$ cat src/hw/i2c_rd_pkg.sv
`default_nettype none
package i2c_rd_pkg;
  localparam int        WORD_W          = 32;
  localparam int        FIFO_DEPTH      = 32;
  localparam logic [6:0] TARGET_ADDR_BASE = 7'h70;
  localparam int        STRAP_W         = 3;
  localparam logic [2:0] OP_WRITE        = 3'h3;
  localparam logic [2:0] OP_READ         = 3'h4;
  localparam logic [2:0] PORT_SEL_MAX    = 3'h4;
  localparam logic [2:0] CMD_FIRST_IDX   = 3'h2;
  localparam logic [2:0] CMD_LAST_IDX    = 3'h5;
  localparam logic [3:0] BITS_PER_BYTE   = 4'h8;
  localparam int        OPCODE_LSB      = 0;
  localparam int        VIRT_BIT        = 2;
  localparam int        PORT_HI_LSB     = 0;
  localparam int        PORT_LO_BIT     = 7;
  localparam int        BE_LSB          = 2;
  localparam int        ADDR_HI_LSB     = 0;
  localparam logic [1:0] DWORD_LOW_BITS  = 2'h0;

  typedef enum logic [2:0] {
    ST_IDLE,
    ST_RX,
    ST_ACK,
    ST_TX,
    ST_TX_ACK
  } bus_state_t;
endpackage
`default_nettype wire

$ cat src/hw/word_stream_if.sv
`timescale 1ns/100ps
`default_nettype none
interface word_stream_if #(parameter int WIDTH = 32);
  logic             valid;
  logic             ready;
  logic [WIDTH-1:0] data;
  modport src  (output valid, output data, input ready);
  modport sink (input valid, input data, output ready);
endinterface
`default_nettype wire

$ cat src/hw/i2c_config_reader.sv
// Notes on behaviour
// Read needs command transfer then data transfer
// Read only when direction bit is one
// Valid read command fetches register into buffer
// Buffer sent most significant byte first
// Past four bytes, sequence restarts at top
// Repeated start may merge both transfers
// Command transfer: address, reserved, four bytes
// Data transfer returns bytes, no reserved byte
// Virtual space bit honoured only in bridging mode
// Port selector from byte1[1:0], byte2[7]
// Address from byte2[1:0], byte3; enables byte2[5:2]
// Master clears reserved command bits
// Target address 70h with straps on low bits
// Opcode 011b write, 100b read, others reserved
// Master uses port selectors 0 to 4 only
// Addresses dword aligned, low bits zero
// Acknowledge accepted bytes; buffer held until replaced
// Invalid command leaves buffer and registers untouched
`timescale 1ns/100ps
`default_nettype none
module i2c_config_reader
  import i2c_rd_pkg::*;
#(
  parameter int DEPTH = FIFO_DEPTH
)(
  input  wire logic                sys_clk,
  input  wire logic                nrst,
  input  wire logic                scl_in,
  input  wire logic                sda_in,
  output logic                     sda_out,
  output logic                     sda_oe,
  input  wire logic [STRAP_W-1:0]  addr_strap,
  input  wire logic                isolated_host_bridging_mode,
  output logic                     reg_rd_req,
  output logic [2:0]               reg_port_sel,
  output logic [11:0]              reg_addr,
  output logic [3:0]               reg_byte_en,
  output logic                     reg_virtual_side_register_space,
  input  wire logic [WORD_W-1:0]   reg_rd_data,
  input  wire logic                reg_rd_valid,
  output logic                     reg_rd_ready
);
  typedef struct packed {
    logic                scl_s1;
    logic                scl_s2;
    logic                scl_d;
    logic                sda_s1;
    logic                sda_s2;
    logic                sda_d;
    logic [STRAP_W-1:0]  strap_s1;
    logic [STRAP_W-1:0]  strap_s2;
    bus_state_t          st;
    logic [3:0]          bitcnt;
    logic [2:0]          byte_idx;
    logic [7:0]          shreg;
    logic                rw;
    logic [3:0][7:0]     cmd;
    logic [1:0]          rd_idx;
    logic [WORD_W-1:0]   buffer;
    logic                sda_low;
    logic                req;
    logic [2:0]          port;
    logic [11:0]         addr;
    logic [3:0]          be;
    logic                virt;
  } state_t;

  state_t     q_reg;
  state_t     q_next;
  logic       scl_rise;
  logic       scl_fall;
  logic       start_seen;
  logic       stop_seen;
  logic [6:0] own_addr;
  logic [7:0] tx_byte;
  logic [2:0] new_port;
  logic       cmd_ok;
  logic       tx_busy;

  word_stream_if #(.WIDTH(WORD_W)) push_s ();
  word_stream_if #(.WIDTH(WORD_W)) pop_s ();

  // Fetched words queue here so the core waits only when the queue is full
  word_fifo #(.WIDTH(WORD_W), .DEPTH(DEPTH)) u_fifo (
    .sys_clk (sys_clk),
    .nrst    (nrst),
    .push    (push_s),
    .pop     (pop_s)
  );

  assign push_s.valid = reg_rd_valid;
  assign push_s.data  = reg_rd_data;
  assign reg_rd_ready = push_s.ready;

  // Buffer is not swapped while a byte sequence is on the wire
  assign tx_busy     = (q_reg.st == ST_TX) || (q_reg.st == ST_TX_ACK);
  assign pop_s.ready = ~tx_busy;

  assign scl_rise   = q_reg.scl_s2 & ~q_reg.scl_d;
  assign scl_fall   = ~q_reg.scl_s2 & q_reg.scl_d;
  assign start_seen = q_reg.scl_s2 & q_reg.scl_d & q_reg.sda_d & ~q_reg.sda_s2;
  assign stop_seen  = q_reg.scl_s2 & q_reg.scl_d & ~q_reg.sda_d & q_reg.sda_s2;
  assign own_addr   = {TARGET_ADDR_BASE[6:STRAP_W], q_reg.strap_s2};

  always_comb
  begin
    case (q_reg.rd_idx)
      2'h0:    tx_byte = q_reg.buffer[31:24];
      2'h1:    tx_byte = q_reg.buffer[23:16];
      2'h2:    tx_byte = q_reg.buffer[15:8];
      default: tx_byte = q_reg.buffer[7:0];
    endcase
  end

  assign new_port = {q_reg.cmd[1][PORT_HI_LSB +: 2], q_reg.cmd[2][PORT_LO_BIT]};
  assign cmd_ok   = (q_reg.cmd[0][OPCODE_LSB +: 3] == OP_READ)
                  && (new_port <= PORT_SEL_MAX)
                  && (!q_reg.cmd[1][VIRT_BIT] || isolated_host_bridging_mode);

  always_comb
  begin
    q_next          = q_reg;
    q_next.req      = 1'b0;
    q_next.scl_s1   = scl_in;
    q_next.scl_s2   = q_reg.scl_s1;
    q_next.scl_d    = q_reg.scl_s2;
    q_next.sda_s1   = sda_in;
    q_next.sda_s2   = q_reg.sda_s1;
    q_next.sda_d    = q_reg.sda_s2;
    q_next.strap_s1 = addr_strap;
    q_next.strap_s2 = q_reg.strap_s1;
    if (pop_s.valid && pop_s.ready)
      q_next.buffer = pop_s.data;
    if (start_seen)
    begin
      // Repeated start restarts address decoding at once
      q_next.st       = ST_RX;
      q_next.byte_idx = '0;
      q_next.bitcnt   = '0;
      q_next.sda_low  = 1'b0;
    end
    else if (stop_seen)
    begin
      q_next.st      = ST_IDLE;
      q_next.sda_low = 1'b0;
    end
    else
    begin
      case (q_reg.st)
        ST_IDLE:
        begin
          q_next.sda_low = 1'b0;
        end
        ST_RX:
        begin
          if (scl_rise && q_reg.bitcnt < BITS_PER_BYTE)
          begin
            q_next.shreg  = {q_reg.shreg[6:0], q_reg.sda_s2};
            q_next.bitcnt = q_reg.bitcnt + 1'b1;
          end
          if (scl_fall && q_reg.bitcnt == BITS_PER_BYTE)
          begin
            q_next.st       = ST_IDLE;
            q_next.byte_idx = (q_reg.byte_idx == 3'h7) ? q_reg.byte_idx : q_reg.byte_idx + 1'b1;
            if (q_reg.byte_idx == '0)
            begin
              q_next.rw     = q_reg.shreg[0];
              q_next.rd_idx = '0;
              if (q_reg.shreg[7:1] == own_addr)
              begin
                q_next.st      = ST_ACK;
                q_next.sda_low = 1'b1;
              end
            end
            else if (q_reg.byte_idx <= CMD_LAST_IDX)
            begin
              q_next.st      = ST_ACK;
              q_next.sda_low = 1'b1;
              if (q_reg.byte_idx >= CMD_FIRST_IDX)
                q_next.cmd[2'(q_reg.byte_idx - CMD_FIRST_IDX)] = q_reg.shreg;
              if (q_reg.byte_idx == CMD_LAST_IDX && cmd_ok)
              begin
                q_next.req  = 1'b1;
                q_next.port = new_port;
                q_next.addr = {q_reg.cmd[2][ADDR_HI_LSB +: 2], q_reg.shreg,
                               DWORD_LOW_BITS};
                q_next.be   = q_reg.cmd[2][BE_LSB +: 4];
                q_next.virt = q_reg.cmd[1][VIRT_BIT];
              end
            end
          end
        end
        ST_ACK:
        begin
          if (scl_fall)
          begin
            q_next.bitcnt = '0;
            if (q_reg.rw)
            begin
              // Data follows the address directly
              q_next.st      = ST_TX;
              q_next.sda_low = ~tx_byte[7];
            end
            else
            begin
              q_next.st      = ST_RX;
              q_next.sda_low = 1'b0;
            end
          end
        end
        ST_TX:
        begin
          if (scl_rise && q_reg.bitcnt < BITS_PER_BYTE)
            q_next.bitcnt = q_reg.bitcnt + 1'b1;
          if (scl_fall)
          begin
            if (q_reg.bitcnt == BITS_PER_BYTE)
            begin
              q_next.sda_low = 1'b0;
              q_next.st      = ST_TX_ACK;
            end
            else
              q_next.sda_low = ~tx_byte[3'(4'h7 - q_reg.bitcnt)];
          end
        end
        ST_TX_ACK:
        begin
          if (scl_rise)
          begin
            if (q_reg.sda_s2)
              q_next.st = ST_IDLE;
            else
            begin
              q_next.st     = ST_TX;
              q_next.bitcnt = '0;
              q_next.rd_idx = q_reg.rd_idx + 1'b1;
            end
          end
        end
        default:
        begin
          q_next.st = ST_IDLE;
        end
      endcase
    end
  end

  always_ff @(posedge sys_clk or negedge nrst)
  begin
    if (!nrst)
    begin
      q_reg        <= '0;
      q_reg.scl_s1 <= 1'b1;
      q_reg.scl_s2 <= 1'b1;
      q_reg.scl_d  <= 1'b1;
      q_reg.sda_s1 <= 1'b1;
      q_reg.sda_s2 <= 1'b1;
      q_reg.sda_d  <= 1'b1;
      q_reg.st     <= ST_IDLE;
    end
    else
      q_reg <= q_next;
  end

  // Open drain: only ever pulls low
  assign sda_out                         = 1'b0;
  assign sda_oe                          = q_reg.sda_low;
  assign reg_rd_req                      = q_reg.req;
  assign reg_port_sel                    = q_reg.port;
  assign reg_addr                        = q_reg.addr;
  assign reg_byte_en                     = q_reg.be;
  assign reg_virtual_side_register_space = q_reg.virt;
endmodule
`default_nettype wire

$ cat src/hw/word_fifo.sv
`timescale 1ns/100ps
`default_nettype none
module word_fifo
  import i2c_rd_pkg::*;
#(
  parameter int WIDTH = 32,
  parameter int DEPTH = 32
)(
  input  wire logic   sys_clk,
  input  wire logic   nrst,
  word_stream_if.sink push,
  word_stream_if.src  pop
);
  localparam int PW = (DEPTH > 1) ? $clog2(DEPTH) : 1;
  localparam int CW = $clog2(DEPTH + 1);
  localparam logic [PW-1:0] LAST_PTR = PW'(DEPTH - 1);
  localparam logic [CW-1:0] FULL_CNT = CW'(DEPTH);

  typedef struct packed {
    logic [DEPTH-1:0][WIDTH-1:0] mem;
    logic [PW-1:0]               wr;
    logic [PW-1:0]               rd;
    logic [CW-1:0]               cnt;
  } fifo_state_t;

  fifo_state_t q_reg;
  fifo_state_t q_next;
  logic        do_push;
  logic        do_pop;

  assign push.ready = (q_reg.cnt != FULL_CNT);
  assign pop.valid  = (q_reg.cnt != '0);
  assign pop.data   = q_reg.mem[q_reg.rd];
  assign do_push    = push.valid & push.ready;
  assign do_pop     = pop.valid & pop.ready;

  always_comb
  begin
    q_next = q_reg;
    if (do_push)
    begin
      q_next.mem[q_reg.wr] = push.data;
      q_next.wr = (q_reg.wr == LAST_PTR) ? '0 : q_reg.wr + 1'b1;
    end
    if (do_pop)
    begin
      q_next.rd = (q_reg.rd == LAST_PTR) ? '0 : q_reg.rd + 1'b1;
    end
    case ({do_push, do_pop})
      2'b10:   q_next.cnt = q_reg.cnt + 1'b1;
      2'b01:   q_next.cnt = q_reg.cnt - 1'b1;
      default: q_next.cnt = q_reg.cnt;
    endcase
  end

  always_ff @(posedge sys_clk or negedge nrst)
  begin
    if (!nrst)
      q_reg <= '0;
    else
      q_reg <= q_next;
  end
endmodule
`default_nettype wire

$ cat config.mk
export PLATFORM = sky130hd
export DESIGN_NAME = i2c_config_reader
export DESIGN_NICKNAME = d
export VERILOG_FILES = /design/src/hw/i2c_rd_pkg.sv /design/src/hw/word_stream_if.sv /design/src/hw/i2c_config_reader.sv /design/src/hw/word_fifo.sv
export SDC_FILE = /design/constraint.sdc
export NUM_CORES = 2
export LEC_CHECK = 0
export BUFFER_PORTS_ARGS = -buffer_cell sky130_fd_sc_hd__buf_2
export CAP_MARGIN = 40
export CORE_UTILIZATION = 53
export DETAILED_ROUTE_END_ITERATION = 12
export PLACE_DENSITY = 0.7
export SYNTH_ARGS = -nofsm -noshare
export SYNTH_HDL_FRONTEND = slang
export SYNTH_SLANG_ARGS = --single-unit
$ cat constraint.sdc
create_clock -name sys_clk -period 5.5 [get_ports sys_clk]
set_input_delay 0.275 -clock sys_clk [delete_from_list [all_inputs] [get_ports sys_clk]]
set_output_delay 0.275 -clock sys_clk [all_outputs]
set_load 0.01 [all_outputs]
* Yosys cells after proc, flatten, opt, wreduce, memory -nomap -nowiden
Index checks and enable logic that the tools add are counted.
Widths: inputs -> output; s select.
** Cells by class
- $add $sub $neg :: 9
- $lt $le $gt $ge :: 10
- Equality and inequality tests :: 34
- Muxes and demuxes :: 60
- Bitwise logic cells :: 19
- Reduce and logical (&&, ||, !) cells :: 31
** Operators by type and width (number)
- $bwmux 1024 :: 1
- $bmux 32 s5 :: 1
- $demux 32 s5 :: 1
- $mux 32 :: 5
- $mux 21 :: 5
- $mux 50 :: 1
- $mux 22 :: 2
- $mux 44 :: 1
- $mux 35 :: 1
- $bwmux 32 :: 1
- $pmux 8 s3 :: 1
- $mux 3 :: 7
- $reduce_and 7->1 :: 3
- $reduce_and 6->1 :: 3
- $demux 8 s2 :: 1
- $mux 8 :: 2
- $ne 4x4->1 const B :: 4
- $pmux 3 s5 :: 1
- $mux 2 :: 7
- $mux 7 :: 2
- $eq 3x3->1 const B :: 4
- $lt 5x6->1 const B :: 2
- $ne 2x2->1 const B :: 6
- $ne 3x3->1 const B :: 4
- other kinds (48) :: 97
** Storage, ports and cells
- Flip-flop bits (word level) :: 1157
- Input port bits :: 41
- Output and inout bits :: 24
- Logic and storage cells :: 223

* Longest topological paths before layout
- Word-level depth :: 13
- Gate-level depth with buffers :: 13
- Mapped depth without buffers :: 11

* Modules after synthesis
From an unflattened synthesis, not the netlist that was laid out.
** Unflattened totals
- Cells, all modules :: 3402
- Area total of the unflattened synthesis :: 52215.1 sq um
** Modules (own cells, without submodules)
- word_fifo :: times used 1, cells an instance 3034, area an instance 47526.8 sq um, sequential area each 26025.0 sq um
- i2c_config_reader :: times used 1, cells an instance 368, area an instance 4688.2 sq um, sequential area each 2459.9 sq um

* Worst setup path before layout
No wires, ideal clock.
- Kind :: reg2reg
- Start point :: register u_fifo.q_reg[0] (netlist name)
- End point :: register u_fifo.q_reg[5] (netlist name)
- Library setup time :: 0.079 ns
- Arrival :: 3.232 ns
- Data required time :: 5.421 ns
- Setup slack :: 2.189 ns
- Stages on the path, launching flop included :: 12
- Path buffers :: 1
- Period minus slack after synthesis :: 3.311 ns
- Path through :: dfrtp_1 -> or4_4 -> o311ai_2 -> clkbuf_1 -> inv_1 -> ha_1 -> ha_1 -> a21o_1 -> a21oi_1 -> or4_1 -> nand3_1 -> xor2_1
** On the way
- Longest elaborated chain between the ends :: 4
- Elaborated cells between the ends (all ways) :: 10
- Those cells by class :: add/sub (2); eq/ne (3); mux (1); bitwise (2); reduce/logical (2)
** RTL lines
- start: declaration :: RTL line word_fifo.sv:26 : fifo_state_t q_reg;
- start signal: assignment :: RTL line word_fifo.sv:61 : q_reg <= q_next;
- $reduce_bool 6->1 (*) :: RTL line word_fifo.sv:32 : assign pop.valid = (q_reg.cnt != '0);
- $and 1x1->1 (*) :: RTL line word_fifo.sv:35 : assign do_pop = pop.valid & pop.ready;
- net u_fifo.do_pop :: RTL line word_fifo.sv:29 : logic do_pop;
- $eq 2x1->1 / $eq 2x2->1 (equally long branches) :: RTL line word_fifo.sv:49 : case ({do_push, do_pop})
- $pmux 6 s2 / $reduce_bool 2->1 (equally long branches)
The timed path passes the listed nets; every way through them passes the cells marked *.
A chain may end at the register's enable or synchronous reset.

* Worst setup path after layout
- Start point :: register u_fifo.q_reg[0] (netlist name)
- End point :: register u_fifo.q_reg[960] (netlist name)
** On the way
- Longest elaborated chain between the ends :: 2
** RTL lines
- $ne 6x6->1 :: RTL line word_fifo.sv:31 : assign push.ready = (q_reg.cnt != FULL_CNT);
- $and 1x1->1 :: RTL line word_fifo.sv:34 : assign do_push = push.valid & push.ready;
Every way passes these cells.

==> impl_results.md <==
- RSZ-0062 raised after global routing: false
- Iteration-0 DRC Markers: 2203
- Result of the run: finished clean
- Vias post-DR: 29400
- Count of different cell masters after synthesis: 63
- Fraction of layout cells with a size suffix above 1: 49.2%
- Pre-CTS setup slack: 2.26 ns
- Final setup vio count: 0
- Initial Util: 53.6%
- Critical path launch point: u_fifo.q_reg[0]
- DRC: 0
- Area fraction of the dominant cell type after synthesis: 54.7%
- TritonCTS clock tree: built
- Clock-pin transition on the worst setup and hold timing paths: 0.06 ns
- Warning count from the yosys run: 0
- Horiz. Die Dim: 315 um
- DRT met1 WL: 54.6 mm
- Time the worst path needs with I/O delays and setup: 3.33 ns
- Clock network latency to the later pin of the worst-skew pair: 0.70 ns
- Number of buffers inserted by post-CTS setup repair: 0
- Overflow left after global routing: 0
- Resized Gates After CTS: 0
- Rel. slew slack: 29.5%
- Boundary Pins: 65
- Yosys top cell by area: sky130_fd_sc_hd__dfrtp_1
- Post-Syn Area: 51800 um^2
- Routability congestion estimate from global placement: 0.833
- Leakage dissipation: 25.5 nW
- Peak supply drop: 0.000322 V
- Wire length on met3: 7.71 mm
- Critical R2R Capture: u_fifo.q_reg[960]
- Global-route wire length before repair: 204 mm
- Total clock sinks: 1138
- Tightest Pin Transition: 1.06 ns
- Fraction of the cycle the final worst path needs: 60.6%
- Largest net degree at the start of global routing: 198
- Part of the Yosys area used for sequential elements: 55.0%
- Dominant synthesized flop cell: sky130_fd_sc_hd__dfrtp_1
- Hold buffers post-CTS: 6
- Setup slack after layout: 2.17 ns
- Mean Syn Cell Area: 15.7 um^2
- Commonest non-fill, non-tap cells in the layout: sky130_fd_sc_hd__dfrtp_1, sky130_fd_sc_hd__mux2_2, sky130_fd_sc_hd__mux4_2
- Power density normalized to cell area: 564 nW/um^2
- First-pass DRT Iterations: 6
- Worst-path fanout max: 18
- Top cells by area in the synthesized netlist: sky130_fd_sc_hd__dfrtp_1, sky130_fd_sc_hd__mux2_2, sky130_fd_sc_hd__mux4_2, sky130_fd_sc_hd__buf_6, sky130_fd_sc_hd__mux2_1
- Critical path data arrival time: 3.89 ns
- Final total negative setup slack: 0 ns
- HPWL after DPL: 80.8 mm
- Post-Route WL: 132 mm
- Final layout net count: 3327
- Depth of the most critical reg-to-reg path: 7
- Port Buffer Count: 61
- Worst Setup End Kind: flop
- H-tree depth: 3
- Via density per instance: 6.34
- Overall Global Routing Usage: 27.5%
- Remaining number of nets flagged by the antenna check after routing: 0
- Critical path destination: u_fifo.q_reg[960]
- Peak Freq: 0.300 GHz
- Worst-case hold slack: 0.123 ns
- Overall die height: 315 um
- HP Start: reg_rd_valid
- Total CTS buffers: 116
- Number of flip-flops under the largest register name: 1040
- Placeable core region: 96700 um^2
- Placement row count: 114
- Number of flip-flops and latches in the synthesized netlist: 1138
- Source of the worst register-to-register timing path: u_fifo.q_reg[0]
- Classification of the worst-slack hold path: in2reg
- Avg WL per Cell: 28.5 um
- Count of maximum capacitance violations: 0
- Maximum number of buffers from clock root to sink: 3
- Worst EP required: 6.06 ns
- Highest metal layer with signal wires: met4
- Clock Root Buffer: sky130_fd_sc_hd__clkbuf_16
- Most common cell after layout, fill and taps aside: sky130_fd_sc_hd__dfrtp_1
- Final count of hold timing violations: 0
- P&R area growth vs syn: 9.78%
- Filler cells: 7185
- Critical path startpoint category: flop
- Number of global-route vias before repair: 31800
- Met2 routed WL: 65.8 mm
- Type of the worst setup path: reg2reg
- Final max-slew violation count: 0
- EDFF count, synth: 0
- Die footprint: 99000 um^2
- Clock skew: 0.0262 ns
- Setup slack, reg-to-reg: 2.17 ns
- Initial antenna violation count: 3
- Fraction of registers with async set or reset after synthesis: 100%
- Number of standard cells after synthesis: 3304
[layout make-up]
| class | instances | area, um^2 | area share [%] |
|---|---|---|---|
| sequential | 1138 | 28500 | 50.1 |
| multi-input combinational | 1829 | 21200 | 37.2 |
| clock buffer | 174 | 3510 | 6.17 |
| tap | 1276 | 1600 | 2.81 |
| timing repair buffer | 160 | 1570 | 2.76 |
| clock inverter | 39 | 463 | 0.814 |
| inverter | 18 | 67.6 | 0.119 |
| antenna | 2 | 5.00 | 0.00880 |
[kinds of logic after synthesis]
| logic type | count (synthesis) | synth area share, % |
|---|---|---|
| muxes | 1326 | 34.4 |
| DFF | 1138 | 55.0 |
| buffers and inverters | 339 | 4.21 |
| AOI/OAI and AO/OA | 234 | 2.82 |
| and+or+nand+nor | 232 | 2.88 |
| adders and majority gates | 23 | 0.570 |
| xor gates and xnor gates | 11 | 0.186 |
| other | 1 | 0.00724 |
[power breakdown]
part           internal (mW)  total (mW)  switching (mW)  leakage, nW
Clock                   4.77        8.10            3.33         1.96
Combinational           5.74        10.5            4.77         8.76
Sequential              11.6        13.5            1.87         14.8
[per-stage QoR]
stage / std cells / area [um^2] / util, % / total power, mW
finish: 4636 / 56900 / 58.8 / 32.1
floorplan: 3306 / 51800 / - / 20.8
global placement: 4398 / 52400 / 54.2 / 23.4
CTS: 4634 / 56900 / 58.8 / 32.2
global route: 4634 / 56900 / 58.8 / 33.6
detailed placement: 4415 / 52900 / 54.7 / 24.1
[worst min-delay path by stage]
| stage | to | slack, ns | cells past startpoint |
|---|---|---|---|
| 6_report | u_fifo.q_reg[15] | 0.12 | 4 |
| 5_1_grt | u_fifo.q_reg[12] | 0.14 | 3 |
| 4_1_cts | u_fifo.q_reg[12] | 0.1 | 3 |
| 3_5_place_dp | own_addr[0] | 0.34 | 0 |
| 3_3_place_gp | own_addr[2] | 0.34 | 0 |
| 2_1_floorplan | new_port[0] | -0.02 | 0 |
[cell usage after synthesis (7+ instances only)]
master,instances
sky130_fd_sc_hd__dfrtp_1,1132
sky130_fd_sc_hd__mux2_2,991
sky130_fd_sc_hd__mux4_2,256
sky130_fd_sc_hd__clkbuf_1,144
sky130_fd_sc_hd__o22ai_1,128
sky130_fd_sc_hd__buf_6,90
sky130_fd_sc_hd__nand2_1,75
sky130_fd_sc_hd__mux2_1,74
sky130_fd_sc_hd__o21ai_0,58
sky130_fd_sc_hd__buf_4,51
sky130_fd_sc_hd__buf_2,34
sky130_fd_sc_hd__or4_1,34
sky130_fd_sc_hd__nor2_4,33
sky130_fd_sc_hd__ha_1,22
sky130_fd_sc_hd__nor2_1,19
sky130_fd_sc_hd__inv_1,18
sky130_fd_sc_hd__nand3_1,14
sky130_fd_sc_hd__a21oi_1,13
sky130_fd_sc_hd__a22oi_1,8
sky130_fd_sc_hd__and3_1,7
sky130_fd_sc_hd__nand3b_1,7
sky130_fd_sc_hd__nor2b_1,7
sky130_fd_sc_hd__xor2_1,7
[metal layers]
metal / vias to the layer above / GRT usage [%]
met2: 950 / 45.5
met4: 0 / 9.44
met1: 16100 / 37.0
met5: - / 0
met3: 233 / 4.46
li1: 12200 / -
[critical path: stages (launching register included)]
cell and delay [ns]:
sky130_fd_sc_hd__dfrtp_1 0.45, sky130_fd_sc_hd__or4_4 0.21, sky130_fd_sc_hd__nor2_4 0.04, sky130_fd_sc_hd__a21boi_4 0.58
sky130_fd_sc_hd__nand2_8 0.20, sky130_fd_sc_hd__nor2_4 0.69, sky130_fd_sc_hd__buf_4 0.59, sky130_fd_sc_hd__mux2_2 0.41
Power figures use the tool's default switching activity.
